**config.mk**
```make
export PLATFORM = sky130hd
export DESIGN_NAME = dbg_port
export DESIGN_NICKNAME = d
export VERILOG_FILES = /design/src/verilog/dbg_pkg.sv /design/src/verilog/dbg_port.sv /design/src/verilog/dbg_sync.sv
export VERILOG_INCLUDE_DIRS = /design/src /design/src/verilog
export SDC_FILE = /design/constraint.sdc
export NUM_CORES = 1
export LEC_CHECK = 0
export BUFFER_PORTS_ARGS = -buffer_cell sky130_fd_sc_hd__buf_4
export CAP_MARGIN = 20
export CORE_ASPECT_RATIO = 1.25
export CORE_MARGIN = 2
export CORE_UTILIZATION = 30
export DETAILED_ROUTE_END_ITERATION = 12
export HOLD_SLACK_MARGIN = 0.1
export PLACE_DENSITY = 0.61
export SLEW_MARGIN = 20
export SYNTH_ARGS = -nofsm -noshare
export SYNTH_HDL_FRONTEND = slang
export SYNTH_SLANG_ARGS = --single-unit
```
**constraint.sdc**
```tcl
create_clock -name aclk -period 1.75 [get_ports aclk]
set_clock_uncertainty 0.2 [all_clocks]
set_input_delay 0 -clock aclk [delete_from_list [all_inputs] [get_ports aclk]]
set_output_delay 0 -clock aclk [all_outputs]
set_load 0.03 [all_outputs]
```
**src/verilog/dbg_map.svh**
```systemverilog
// Register offsets, field positions, reset values and mode codes.
`ifndef DBG_MAP_SVH
`define DBG_MAP_SVH

`define DBG_OFF_DIR      12'h000
`define DBG_OFF_ODR      12'h004
`define DBG_OFF_PIN      12'h008
`define DBG_OFF_PUP      12'h00C

`define DBG_DATA_MSB     7
`define DBG_DATA_LSB     0

`define DBG_DIR_RESET    8'h00
`define DBG_ODR_RESET    8'h00
`define DBG_PUP_RESET    8'h00
`define DBG_PIN_RESET    8'h00
`define DBG_DIR_READ     8'h00

`define DBG_MODE_GPIO_A  3'h3
`define DBG_MODE_GPIO_B  3'h7

`define DBG_RESP_OKAY    2'h0
`define DBG_RESP_SLVERR  2'h2

`endif

```
**src/verilog/dbg_pkg.sv**
```systemverilog
// Types shared by the data bus shared port.
package dbg_pkg;

  typedef logic [2:0]  dbg_mode_t;
  typedef logic [7:0]  dbg_byte_t;
  typedef logic [11:0] dbg_addr_t;

  typedef enum logic [2:0] {
    DBG_REG_DIR,
    DBG_REG_ODR,
    DBG_REG_PIN,
    DBG_REG_PUP,
    DBG_REG_NONE
  } dbg_reg_e;

endpackage : dbg_pkg

```
**src/verilog/dbg_port.sv**
```systemverilog
// Eight-bit general purpose port shared with the external data bus.
//
// Contract
// - Direction register is write-only; reading it gives a fixed value.
// - Direction, output and pull-up clear on power-on or hardware standby.
// - Modes 1, 2, 4, 5, 6 ignore direction; pins carry data bus.
// - Modes 3 and 7: direction bit 1 outputs, 0 inputs, per pin.
// - Output data register is readable, writable and drives output pins.
// - Pin state register is read-only; writes to it are ignored.
// - Pin state reads output data where direction 1, pin where 0.
// - Pin state follows pins after reset; frozen in manual reset, software standby.
// - Pull-up control register is readable, writable, one bit per pin.
// - Pull-up on only in modes 3, 7 with direction 0, pull-up 1.
// - Pull-ups off after reset, hardware standby; kept through manual reset, software standby.
//
// Chosen here: the register addresses and the AXI4-Lite interface to the registers.
`timescale 1ns/10ps
`include "dbg_map.svh"

module dbg_port (
  input  wire logic               aclk,
  input  wire logic               aresetn,
  input  wire dbg_pkg::dbg_addr_t s_axi_awaddr,
  input  wire logic               s_axi_awvalid,
  output logic                    s_axi_awready,
  input  wire logic [31:0]        s_axi_wdata,
  input  wire logic [3:0]         s_axi_wstrb,
  input  wire logic               s_axi_wvalid,
  output logic                    s_axi_wready,
  output logic [1:0]              s_axi_bresp,
  output logic                    s_axi_bvalid,
  input  wire logic               s_axi_bready,
  input  wire dbg_pkg::dbg_addr_t s_axi_araddr,
  input  wire logic               s_axi_arvalid,
  output logic                    s_axi_arready,
  output logic [31:0]             s_axi_rdata,
  output logic [1:0]              s_axi_rresp,
  output logic                    s_axi_rvalid,
  input  wire logic               s_axi_rready,
  input  wire dbg_pkg::dbg_mode_t op_mode,
  input  wire logic               hw_standby,
  input  wire logic               manual_reset,
  input  wire logic               sw_standby,
  input  wire logic               ext_bus_oe,
  input  wire dbg_pkg::dbg_byte_t ext_bus_dout,
  output dbg_pkg::dbg_byte_t      ext_bus_din,
  input  wire dbg_pkg::dbg_byte_t pin_in,
  output dbg_pkg::dbg_byte_t      pin_out,
  output dbg_pkg::dbg_byte_t      pin_oe,
  output dbg_pkg::dbg_byte_t      pullup_en
);
  import dbg_pkg::*;

  //////////////////////////////////////////////////////////////////////////
  // Declarations.

  dbg_byte_t pin_sync;
  dbg_byte_t pin_direction_q;
  dbg_byte_t output_data_q;
  dbg_byte_t pullup_control_q;
  dbg_byte_t pin_state_q;
  dbg_byte_t pin_state_d;
  dbg_byte_t pin_out_q;
  dbg_byte_t pin_oe_q;
  dbg_byte_t pullup_en_q;
  dbg_byte_t ext_bus_din_q;

  logic      aw_full_q;
  dbg_addr_t awaddr_q;
  logic      w_full_q;
  logic [31:0] wdata_q;
  logic [3:0]  wstrb_q;
  logic      awready_q;
  logic      wready_q;
  logic      bvalid_q;
  logic [1:0] bresp_q;
  logic      arready_q;
  logic      rvalid_q;
  logic [31:0] rdata_q;
  logic [1:0] rresp_q;

  logic      gpio_mode;
  logic      freeze;
  logic      wr_en;
  logic      rd_take;
  dbg_reg_e  wsel;
  dbg_reg_e  rsel;

  //////////////////////////////////////////////////////////////////////////
  // Helper functions.

  // Maps a byte address onto a register of the port.
  function automatic dbg_reg_e reg_decode(input dbg_addr_t addr);
    case (addr)
      `DBG_OFF_DIR: reg_decode = DBG_REG_DIR;
      `DBG_OFF_ODR: reg_decode = DBG_REG_ODR;
      `DBG_OFF_PIN: reg_decode = DBG_REG_PIN;
      `DBG_OFF_PUP: reg_decode = DBG_REG_PUP;
      default:      reg_decode = DBG_REG_NONE;
    endcase
  endfunction : reg_decode

  // True in the single chip modes where the pins are general I/O.
  function automatic logic is_gpio_mode(input dbg_mode_t mode);
    is_gpio_mode = (mode == `DBG_MODE_GPIO_A) ||
                   (mode == `DBG_MODE_GPIO_B);
  endfunction : is_gpio_mode

  //////////////////////////////////////////////////////////////////////////
  // Pin input synchroniser.

  dbg_sync i_dbg_sync (
    .aclk    (aclk),
    .aresetn (aresetn),
    .d       (pin_in),
    .q       (pin_sync)
  );

  //////////////////////////////////////////////////////////////////////////
  // Common decode.

  assign gpio_mode = is_gpio_mode(op_mode);
  assign freeze    = manual_reset || sw_standby;
  assign wr_en     = aw_full_q && w_full_q && !bvalid_q;
  assign rd_take   = s_axi_arvalid && arready_q;
  assign wsel      = reg_decode(awaddr_q);
  assign rsel      = reg_decode(s_axi_araddr);

  //////////////////////////////////////////////////////////////////////////
  // Write address and data capture, in either order.

  always_ff @(posedge aclk) begin
    if (!aresetn) begin
      awready_q <= 1'b0;
      aw_full_q <= 1'b0;
      awaddr_q  <= 12'h000;
    end else if (s_axi_awvalid && awready_q) begin
      awready_q <= 1'b0;
      aw_full_q <= 1'b1;
      awaddr_q  <= s_axi_awaddr;
    end else if (wr_en) begin
      aw_full_q <= 1'b0;
    end else if (!aw_full_q && !bvalid_q) begin
      awready_q <= 1'b1;
    end
  end

  always_ff @(posedge aclk) begin
    if (!aresetn) begin
      wready_q <= 1'b0;
      w_full_q <= 1'b0;
      wdata_q  <= 32'h0000_0000;
      wstrb_q  <= 4'h0;
    end else if (s_axi_wvalid && wready_q) begin
      wready_q <= 1'b0;
      w_full_q <= 1'b1;
      wdata_q  <= s_axi_wdata;
      wstrb_q  <= s_axi_wstrb;
    end else if (wr_en) begin
      w_full_q <= 1'b0;
    end else if (!w_full_q && !bvalid_q) begin
      wready_q <= 1'b1;
    end
  end

  // Write response; unmapped addresses answer with a slave error.
  always_ff @(posedge aclk) begin
    if (!aresetn) begin
      bvalid_q <= 1'b0;
      bresp_q  <= `DBG_RESP_OKAY;
    end else if (wr_en) begin
      bvalid_q <= 1'b1;
      bresp_q  <= (wsel == DBG_REG_NONE) ? `DBG_RESP_SLVERR
                                         : `DBG_RESP_OKAY;
    end else if (bvalid_q && s_axi_bready) begin
      bvalid_q <= 1'b0;
    end
  end

  //////////////////////////////////////////////////////////////////////////
  // Port registers.

  always_ff @(posedge aclk) begin
    if (!aresetn || hw_standby) begin
      pin_direction_q <= `DBG_DIR_RESET;
    end else if (wr_en && wsel == DBG_REG_DIR && wstrb_q[0]) begin
      pin_direction_q <= wdata_q[`DBG_DATA_MSB:`DBG_DATA_LSB];
    end
  end

  always_ff @(posedge aclk) begin
    if (!aresetn || hw_standby) begin
      output_data_q <= `DBG_ODR_RESET;
    end else if (wr_en && wsel == DBG_REG_ODR && wstrb_q[0]) begin
      output_data_q <= wdata_q[`DBG_DATA_MSB:`DBG_DATA_LSB];
    end
  end

  always_ff @(posedge aclk) begin
    if (!aresetn || hw_standby) begin
      pullup_control_q <= `DBG_PUP_RESET;
    end else if (wr_en && wsel == DBG_REG_PUP && wstrb_q[0]) begin
      pullup_control_q <= wdata_q[`DBG_DATA_MSB:`DBG_DATA_LSB];
    end
  end

  // Output bits report their latch, input bits the live pin.
  assign pin_state_d = (pin_direction_q & output_data_q) |
                       (~pin_direction_q & pin_sync);

  // Pin state freezes during manual reset and software standby.
  always_ff @(posedge aclk) begin
    if (!aresetn) begin
      pin_state_q <= `DBG_PIN_RESET;
    end else if (hw_standby || !freeze) begin
      pin_state_q <= pin_state_d;
    end
  end

  //////////////////////////////////////////////////////////////////////////
  // Read channel; the pin state register has no write path at all.

  always_ff @(posedge aclk) begin
    if (!aresetn) begin
      arready_q <= 1'b0;
    end else if (rd_take) begin
      arready_q <= 1'b0;
    end else if (!rvalid_q) begin
      arready_q <= 1'b1;
    end
  end

  always_ff @(posedge aclk) begin
    if (!aresetn) begin
      rvalid_q <= 1'b0;
      rdata_q  <= 32'h0000_0000;
      rresp_q  <= `DBG_RESP_OKAY;
    end else if (rd_take) begin
      rvalid_q <= 1'b1;
      rresp_q  <= `DBG_RESP_OKAY;
      case (rsel)
        DBG_REG_DIR: rdata_q <= {24'h000000, `DBG_DIR_READ};
        DBG_REG_ODR: rdata_q <= {24'h000000, output_data_q};
        DBG_REG_PIN: rdata_q <= {24'h000000, pin_state_q};
        DBG_REG_PUP: rdata_q <= {24'h000000, pullup_control_q};
        default: begin
          rdata_q <= 32'h0000_0000;
          rresp_q <= `DBG_RESP_SLVERR;
        end
      endcase
    end else if (rvalid_q && s_axi_rready) begin
      rvalid_q <= 1'b0;
    end
  end

  //////////////////////////////////////////////////////////////////////////
  // Pin drive, pull-ups and data bus input.

  always_ff @(posedge aclk) begin
    if (!aresetn || hw_standby) begin
      pin_oe_q  <= 8'h00;
      pin_out_q <= 8'h00;
    end else if (gpio_mode) begin
      pin_oe_q  <= pin_direction_q;
      pin_out_q <= output_data_q;
    end else begin
      pin_oe_q  <= {8{ext_bus_oe}};
      pin_out_q <= ext_bus_dout;
    end
  end

  always_ff @(posedge aclk) begin
    if (!aresetn || hw_standby || !gpio_mode) begin
      pullup_en_q <= 8'h00;
    end else begin
      pullup_en_q <= ~pin_direction_q & pullup_control_q;
    end
  end

  always_ff @(posedge aclk) begin
    if (!aresetn) begin
      ext_bus_din_q <= 8'h00;
    end else begin
      ext_bus_din_q <= pin_sync;
    end
  end

  //////////////////////////////////////////////////////////////////////////
  // Outputs.

  assign s_axi_awready = awready_q;
  assign s_axi_wready  = wready_q;
  assign s_axi_bvalid  = bvalid_q;
  assign s_axi_bresp   = bresp_q;
  assign s_axi_arready = arready_q;
  assign s_axi_rvalid  = rvalid_q;
  assign s_axi_rdata   = rdata_q;
  assign s_axi_rresp   = rresp_q;
  assign pin_out       = pin_out_q;
  assign pin_oe        = pin_oe_q;
  assign pullup_en     = pullup_en_q;
  assign ext_bus_din   = ext_bus_din_q;
endmodule : dbg_port

```
**src/verilog/dbg_sync.sv**
```systemverilog
// Two flip-flop synchroniser for the eight port pin levels.
`timescale 1ns/10ps

module dbg_sync (
  input  wire logic            aclk,
  input  wire logic            aresetn,
  input  wire dbg_pkg::dbg_byte_t d,
  output dbg_pkg::dbg_byte_t   q
);
  import dbg_pkg::*;

  dbg_byte_t meta_q;
  dbg_byte_t sync_q;

  always_ff @(posedge aclk) begin
    if (!aresetn) begin
      meta_q <= 8'h00;
      sync_q <= 8'h00;
    end else begin
      meta_q <= d;
      sync_q <= meta_q;
    end
  end

  assign q = sync_q;

endmodule : dbg_sync

```
==> run_results.csv, run 1 <==
group,metric,value,unit
timing,hold_slack,0.2034,ns
timing,relSlewSlack,61.65,%
die,die-area,16060,um2
clocking,cts_tree,"built",
hold_path,holdCritStartpoint,"s_axi_awaddr[10]",
power_and_ir_drop,design_power_total,7.082,mW
global_route,grtUsageMet3,4.471,%
drt,ant_nets,0,
global_route,grt_pass1_vias,3836,
yosys,synth.cell_area,4518,um2
timing,fin_crit,1.688,ns
global_route,grtUsageTotal,15.16,%
placement,place.detailed.hpwl,8.301,mm
die,die_x,113.8,um
die,rows,50,
timing,post-route-period-util,96.45,%
yosys,synth_top_family_by_area,"simple AND/OR/NAND/NOR gates",
finish,drive_gt1_share,25.19,%
critical_path,start_kind,"input pin",
critical_path,worstSetupEndpointType,"register",
yosys,synthMuxAreaShare,9.083,%
global_route,grtUsageMet1,15.90,%
placement,routabilityCongestion,0.7704,
clocking,clkTransAtPathRegs,0.06,ns
drt,first_pass_iters,4,
timing,tightest_slew,0.5741,ns
global_route,grtUsageMet2,27.32,%
yosys,synth_cells,468,
global_route,top_usage_layer,"met2",
die,die_h,141.2,um
timing,rsz0062_at_grt,"yes",
critical_path,critPathKind,"input pin to register",
yosys,synth_edf_count,0,
yosys,synthSimpleGateAreaFrac,21.19,%
die,ios,163,
clocking,cts.htree.levels,4,
critical_path,r2r_slack,0.08,ns
hold_path,min_path_type,"input pin to register",
clocking,cts-root-buf,"clkbuf_16",
clocking,clock_latency,0.41,ns
finish,antennaDiodeCount,0,
yosys,synth_ff_type,"dfxtp_1",
global_route,grt_antenna_before_repair,0,
power_and_ir_drop,power_density,1030,nW/um2
timing,fin_ws,0.06219,ns
timing,tns,0,ns
drt,via_per_inst,4.426,
yosys,ys_ff_latch,118,
power_and_ir_drop,ir_drop,561.4,uV
critical_path,startpoint,"hw_standby",
run,drv_cap,0,
critical_path,crit_arrival,1.78,ns
clocking,clock-sinks,118,
timing,maxSlewViolCount,0,
yosys,synth_compound_area_share,10.74,%
critical_path,path_max_fanout,16,
drt,wl_per_cell,14.07,um
yosys,ys_seq_area_share,52.28,%
die,start_util,30.47,%
global_route,grt_pass1_wl,18.57,mm
placement,io_buffers,108,
drt,drcViolationCount,0,
yosys,synthArstFlopShare,0,%
yosys,yosysWarnings,0,
global_route,grt_overflow,0,
finish,layout_common_cells,"nand2_1 (128), dfxtp_1 (116), buf_4 (116)",
yosys,synth_xor_area_share,0,%
global_route,grt_max_degree,41,
yosys,ys_types,36,
timing,max_freq,592.5,MHz
timing,finalSetupViolations,0,
drt,initialDrtViolationCount,208,
power_and_ir_drop,leakage,3.055,nW
clocking,cts_buffers,17,
critical_path,crit_required,1.85,ns
yosys,syn_area_per_cell,9.654,um2
critical_path,r2r-start,"aw_full_q",
finish,layout.nets,752,
placement,dpl_worst_slack,0.1284,ns
drt,vias,3793,
finish,area_growth,52.23,%
outcome,status,"complete, no violations",
die,coreArea,14830,um2
timing,hold_viol,0,
drt,routed_wirelength,12.06,mm
finish,layout_commonest_cell,"nand2_1",
yosys,synthAdderAreaFrac,0,%
clocking,clk_path_buf_depth,2,
## report_power, final
part | switching (mW) | internal [mW]
combinational | 0.355 | 0.354
clock | 1.23 | 2.31
sequential | 0.0562 | 2.78
total | 1.64 | 5.44
## cell usage after synthesis (all sizes together) (8+ instances only)
cell / instances / area (um2)
a21oi: 8 / 40.04
a22oi: 8 / 60.06
nor3b: 8 / 60.06
a21boi: 27 / 206.5
dfxtp: 118 / 2362
mux2i: 32 / 320.3
clkbuf: 19 / 71.32
o21ai: 10 / 50.05
mux2: 8 / 90.09
o211a: 9 / 90.09
nand2: 128 / 480.5
and2: 27 / 168.9
buf: 29 / 216.5
## layout make-up
cell class,count,area (um2)
multi-input combinational,324,1961
timing repair buffer,198,1704
clock buffer,20,456.7
tap,182,227.7
clock inverter,12,152.6
sequential,118,2365
inverter,3,11.26
fill,1373,7949
## critical path, stage by stage
cell,delay (ns)
dlygate4sd3_1,0.53
buf_4,0.15
o21bai_1,0.15
dlygate4sd3_1,0.58
buf_6,0.16
o211a_1,0.21
## final timing paths
kind,cells past startpoint,endpoint
worst max-delay path,6,pin_state_q[2]
worst max register to register,4,pin_direction_q[2]
worst min register to register,1,i_dbg_sync.q[5]
worst min-delay path,4,awaddr_q[10]
## registers in the layout (all words and copies together), names as in the netlist
name,count
s_axi_rresp,1
pin_state_q,8
s_axi_rdata,8
pin_out,8
pullup_control_q,8
ext_bus_din,8
s_axi_awready,1
s_axi_rvalid,1
s_axi_wready,1
awaddr_q,12
s_axi_bresp,1
output_data_q,8
pin_direction_q,8
pin_oe,8
s_axi_arready,1
wstrb_q,1
w_full_q,1
s_axi_bvalid,1
aw_full_q,1
pullup_en,8
wdata_q,8
i_dbg_sync.q,8
i_dbg_sync.meta_q,8
## per-stage QoR
| stage | instance area, um2 | utilization [%] | std cells |
|---|---|---|---|
| 6_report | 6878 | 46.39 | 857 |
| 5_1_grt | 6878 | 46.39 | 857 |
| 4_1_cts | 6833 | 46.08 | 854 |
| 3_5_place_dp | 5453 | 36.78 | 745 |
| 3_3_place_gp | 5453 | 36.78 | 745 |
| 2_1_floorplan | 4612 | - | 493 |
## timing repair
| item | 4_1_cts | 5_1_grt |
|---|---|---|
| hold endpoints to repair | 118 | 8 |
| hold buffers | 77 | 3 |
| buffers inserted | 0 | 1 |
| endpoints found under the setup margin | 0 | 8 |
| resized for setup | 0 | 7 |
## logic make-up after synthesis
kind of cell / Yosys count
flip-flops: 118
AND/OR/NAND/NOR: 191
other: 1
buffers and inverters: 51
AO/OA/AOI/OAI: 67
multiplexers: 40
## routing by layer
layer / vias to the layer above / routed length, um
met4: 0 / 349
met3: 22 / 483
met2: 91 / 6409
met5: - / 0
li1: 1903 / -
met1: 1777 / 4815
Power figures use the tool's default switching activity.
==> run 2: changes to the inputs <==
==> constraint.sdc (replaced) <==
create_clock -name aclk -period 1.76 [get_ports aclk]
set_clock_uncertainty 0.2 [all_clocks]
set_input_delay 0 -clock aclk [delete_from_list [all_inputs] [get_ports aclk]]
set_output_delay 0 -clock aclk [all_outputs]
set_load 0.03 [all_outputs]
==> run_results.csv, run 2 (same netlist as run 1, synthesis figures left out) <==
group,metric,value,unit
critical_path,critPathBufInv,4,
power_and_ir_drop,power_density,1035,nW/um2
finish,layout_common_cells,"nand2_1 (127), dfxtp_1 (115), buf_4 (115)",
finish,drive_gt1_share,25.15,%
die,die_x,113.8,um
drt,vias,3784,
drt,met1Wirelength,4.662,mm
timing,fin_ws,0.04135,ns
global_route,grt_pass1_wl,18.35,mm
timing,relSlewSlack,65.76,%
global_route,grt_pass1_vias,3836,
power_and_ir_drop,leakage,3.053,nW
finish,area_growth,52.42,%
finish,antennaDiodeCount,0,
timing,maxSlewViolCount,0,
die,die_h,141.2,um
global_route,grtUsageTotal,14.84,%
die,start_util,30.47,%
timing,post-route-period-util,97.65,%
drt,first_pass_iters,4,
clocking,clkTransAtPathRegs,0.05,ns
drt,met3WireLength,442,um
run,drv_cap,0,
critical_path,crit_arrival,1.81,ns
placement,routabilityCongestion,0.7799,
drt,wl_met2,6.309,mm
timing,fin_crit,1.719,ns
drt,initialDrtViolationCount,120,
timing,tightest_slew,0.5126,ns
outcome,violations,"hold timing",
drt,routed.top_layer,"met4",
finish,layout.nets,751,
hold_path,min_path_type,"input pin to register",
timing,hold_viol,8,
timing,max_freq,581.9,MHz
clocking,cts_tree,"built",
outcome,status,"finished, violations left",
finish,utilization,46.45,%
finish,layout_commonest_cell,"nand2_1",
critical_path,critPathTopFamily,"buffers and inverters",
critical_path,r2r_slack,0.12,ns
drt,routed_wirelength,11.81,mm
critical_path,worstSetupEndpointType,"register",
placement,dpl_worst_slack,0.09851,ns
drt,ant_nets,0,
critical_path,cp_slowest_cell,"dlygate4sd3_1",
clocking,clock_latency,0.41,ns
placement,place_area,5445,um2
die,rows,50,
global_route,grt_antenna_before_repair,0,
critical_path,crit_required,1.85,ns
critical_path,path_cells,"dlygate4sd3_1, buf_4, o21bai_1, dlygate4sd3_1, buf_4, o211a_1",
clocking,clk_path_buf_depth,2,
drt,wl_per_cell,13.82,um
clocking,cts.htree.levels,4,
finish,regMostFlops,"awaddr_q",
placement,io_buffers,108,
clocking,cts_buffers,17,
clocking,clock-sinks,118,
finish,fin_area,6887,um2
drt,via_per_inst,4.431,
critical_path,cp_slowest_stage_delay,0.56,ns
global_route,grt_overflow,0,
finish,nFillCells,1379,
timing,finalSetupViolations,0,
die,coreArea,14830,um2
timing,hold_slack,-0.1058,ns
die,die-area,16060,um2
finish,largest_reg_flops,12,
clocking,cts-root-buf,"clkbuf_16",
drt,drcViolationCount,0,
placement,place.detailed.hpwl,8.256,mm
critical_path,critPathKind,"input pin to register",
critical_path,path_max_fanout,16,
die,ios,163,
global_route,grt_max_degree,41,
critical_path,start_kind,"input pin",
power_and_ir_drop,ir_drop,497.0,uV
clocking,cts_setup_buffers,0,
-- run 2: per-stage QoR --
stage / cells / TNS (ns) / hold slack, ns / power [mW]
floorplan: 493 / 0 / -0.07271 / 3.240
global placement: 744 / 0 / 0.01030 / 3.413
detailed placement: 744 / 0 / 0.01063 / 3.426
CTS: 852 / 0 / -0.1197 / 7.200
global route: 854 / -0.008901 / -0.06337 / 7.410
finish: 854 / 0 / -0.1058 / 7.129
-- run 2: path summary, 6_finish.rpt --
kind | start | end | cells after the start
worst max-delay path | hw_standby | pin_state_q[0] | 6
worst min-delay path | s_axi_araddr[1] | s_axi_rdata[6] | 4
worst max register to register | s_axi_arready | s_axi_rresp[1] | 4
worst min register to register | i_dbg_sync.meta_q[1] | i_dbg_sync.q[1] | 1
-- run 2: cell type report --
class                           count  area [um2]  area share, %
Sequential cell                   118        2366          34.36
Multi-Input combinational cell    324        1966          28.54
Timing Repair Buffer              197        1695          24.62
Clock buffer                       21       470.5          6.831
Tap cell                          182       227.7          3.307
Clock inverter                      9       150.1          2.180
Inverter                            3       11.26         0.1635
-- run 2: power by group --
part	internal (mW)	leakage, nW	switching, mW	total, mW
clock network	2.46	0.301	1.15	3.60
registers	2.76	0.962	0.0558	2.82
logic	0.353	1.79	0.353	0.706
total	5.57	3.05	1.56	7.13
-- run 2: metal layers --
layer | vias to the layer above | GRT usage, %
met1 | 1757 | 15.99
met3 | 26 | 3.568
met5 | - | 0
li1 | 1905 | -
met4 | 0 | 8.151
met2 | 96 | 26.50
-- run 2: timing repair --
item                                   in CTS  in global routing
hold buffers                               78                  2
resized for setup                           0                  9
endpoints found under the hold margin     118                  8
setup endpoints to repair                   0                 10
-- run 2: tightest hold or removal path, cell delays in order --
cell and delay, ns:
buf_4 0.09, nor4_2 0.04, nand4_1 0.21, o21ai_0 0.10
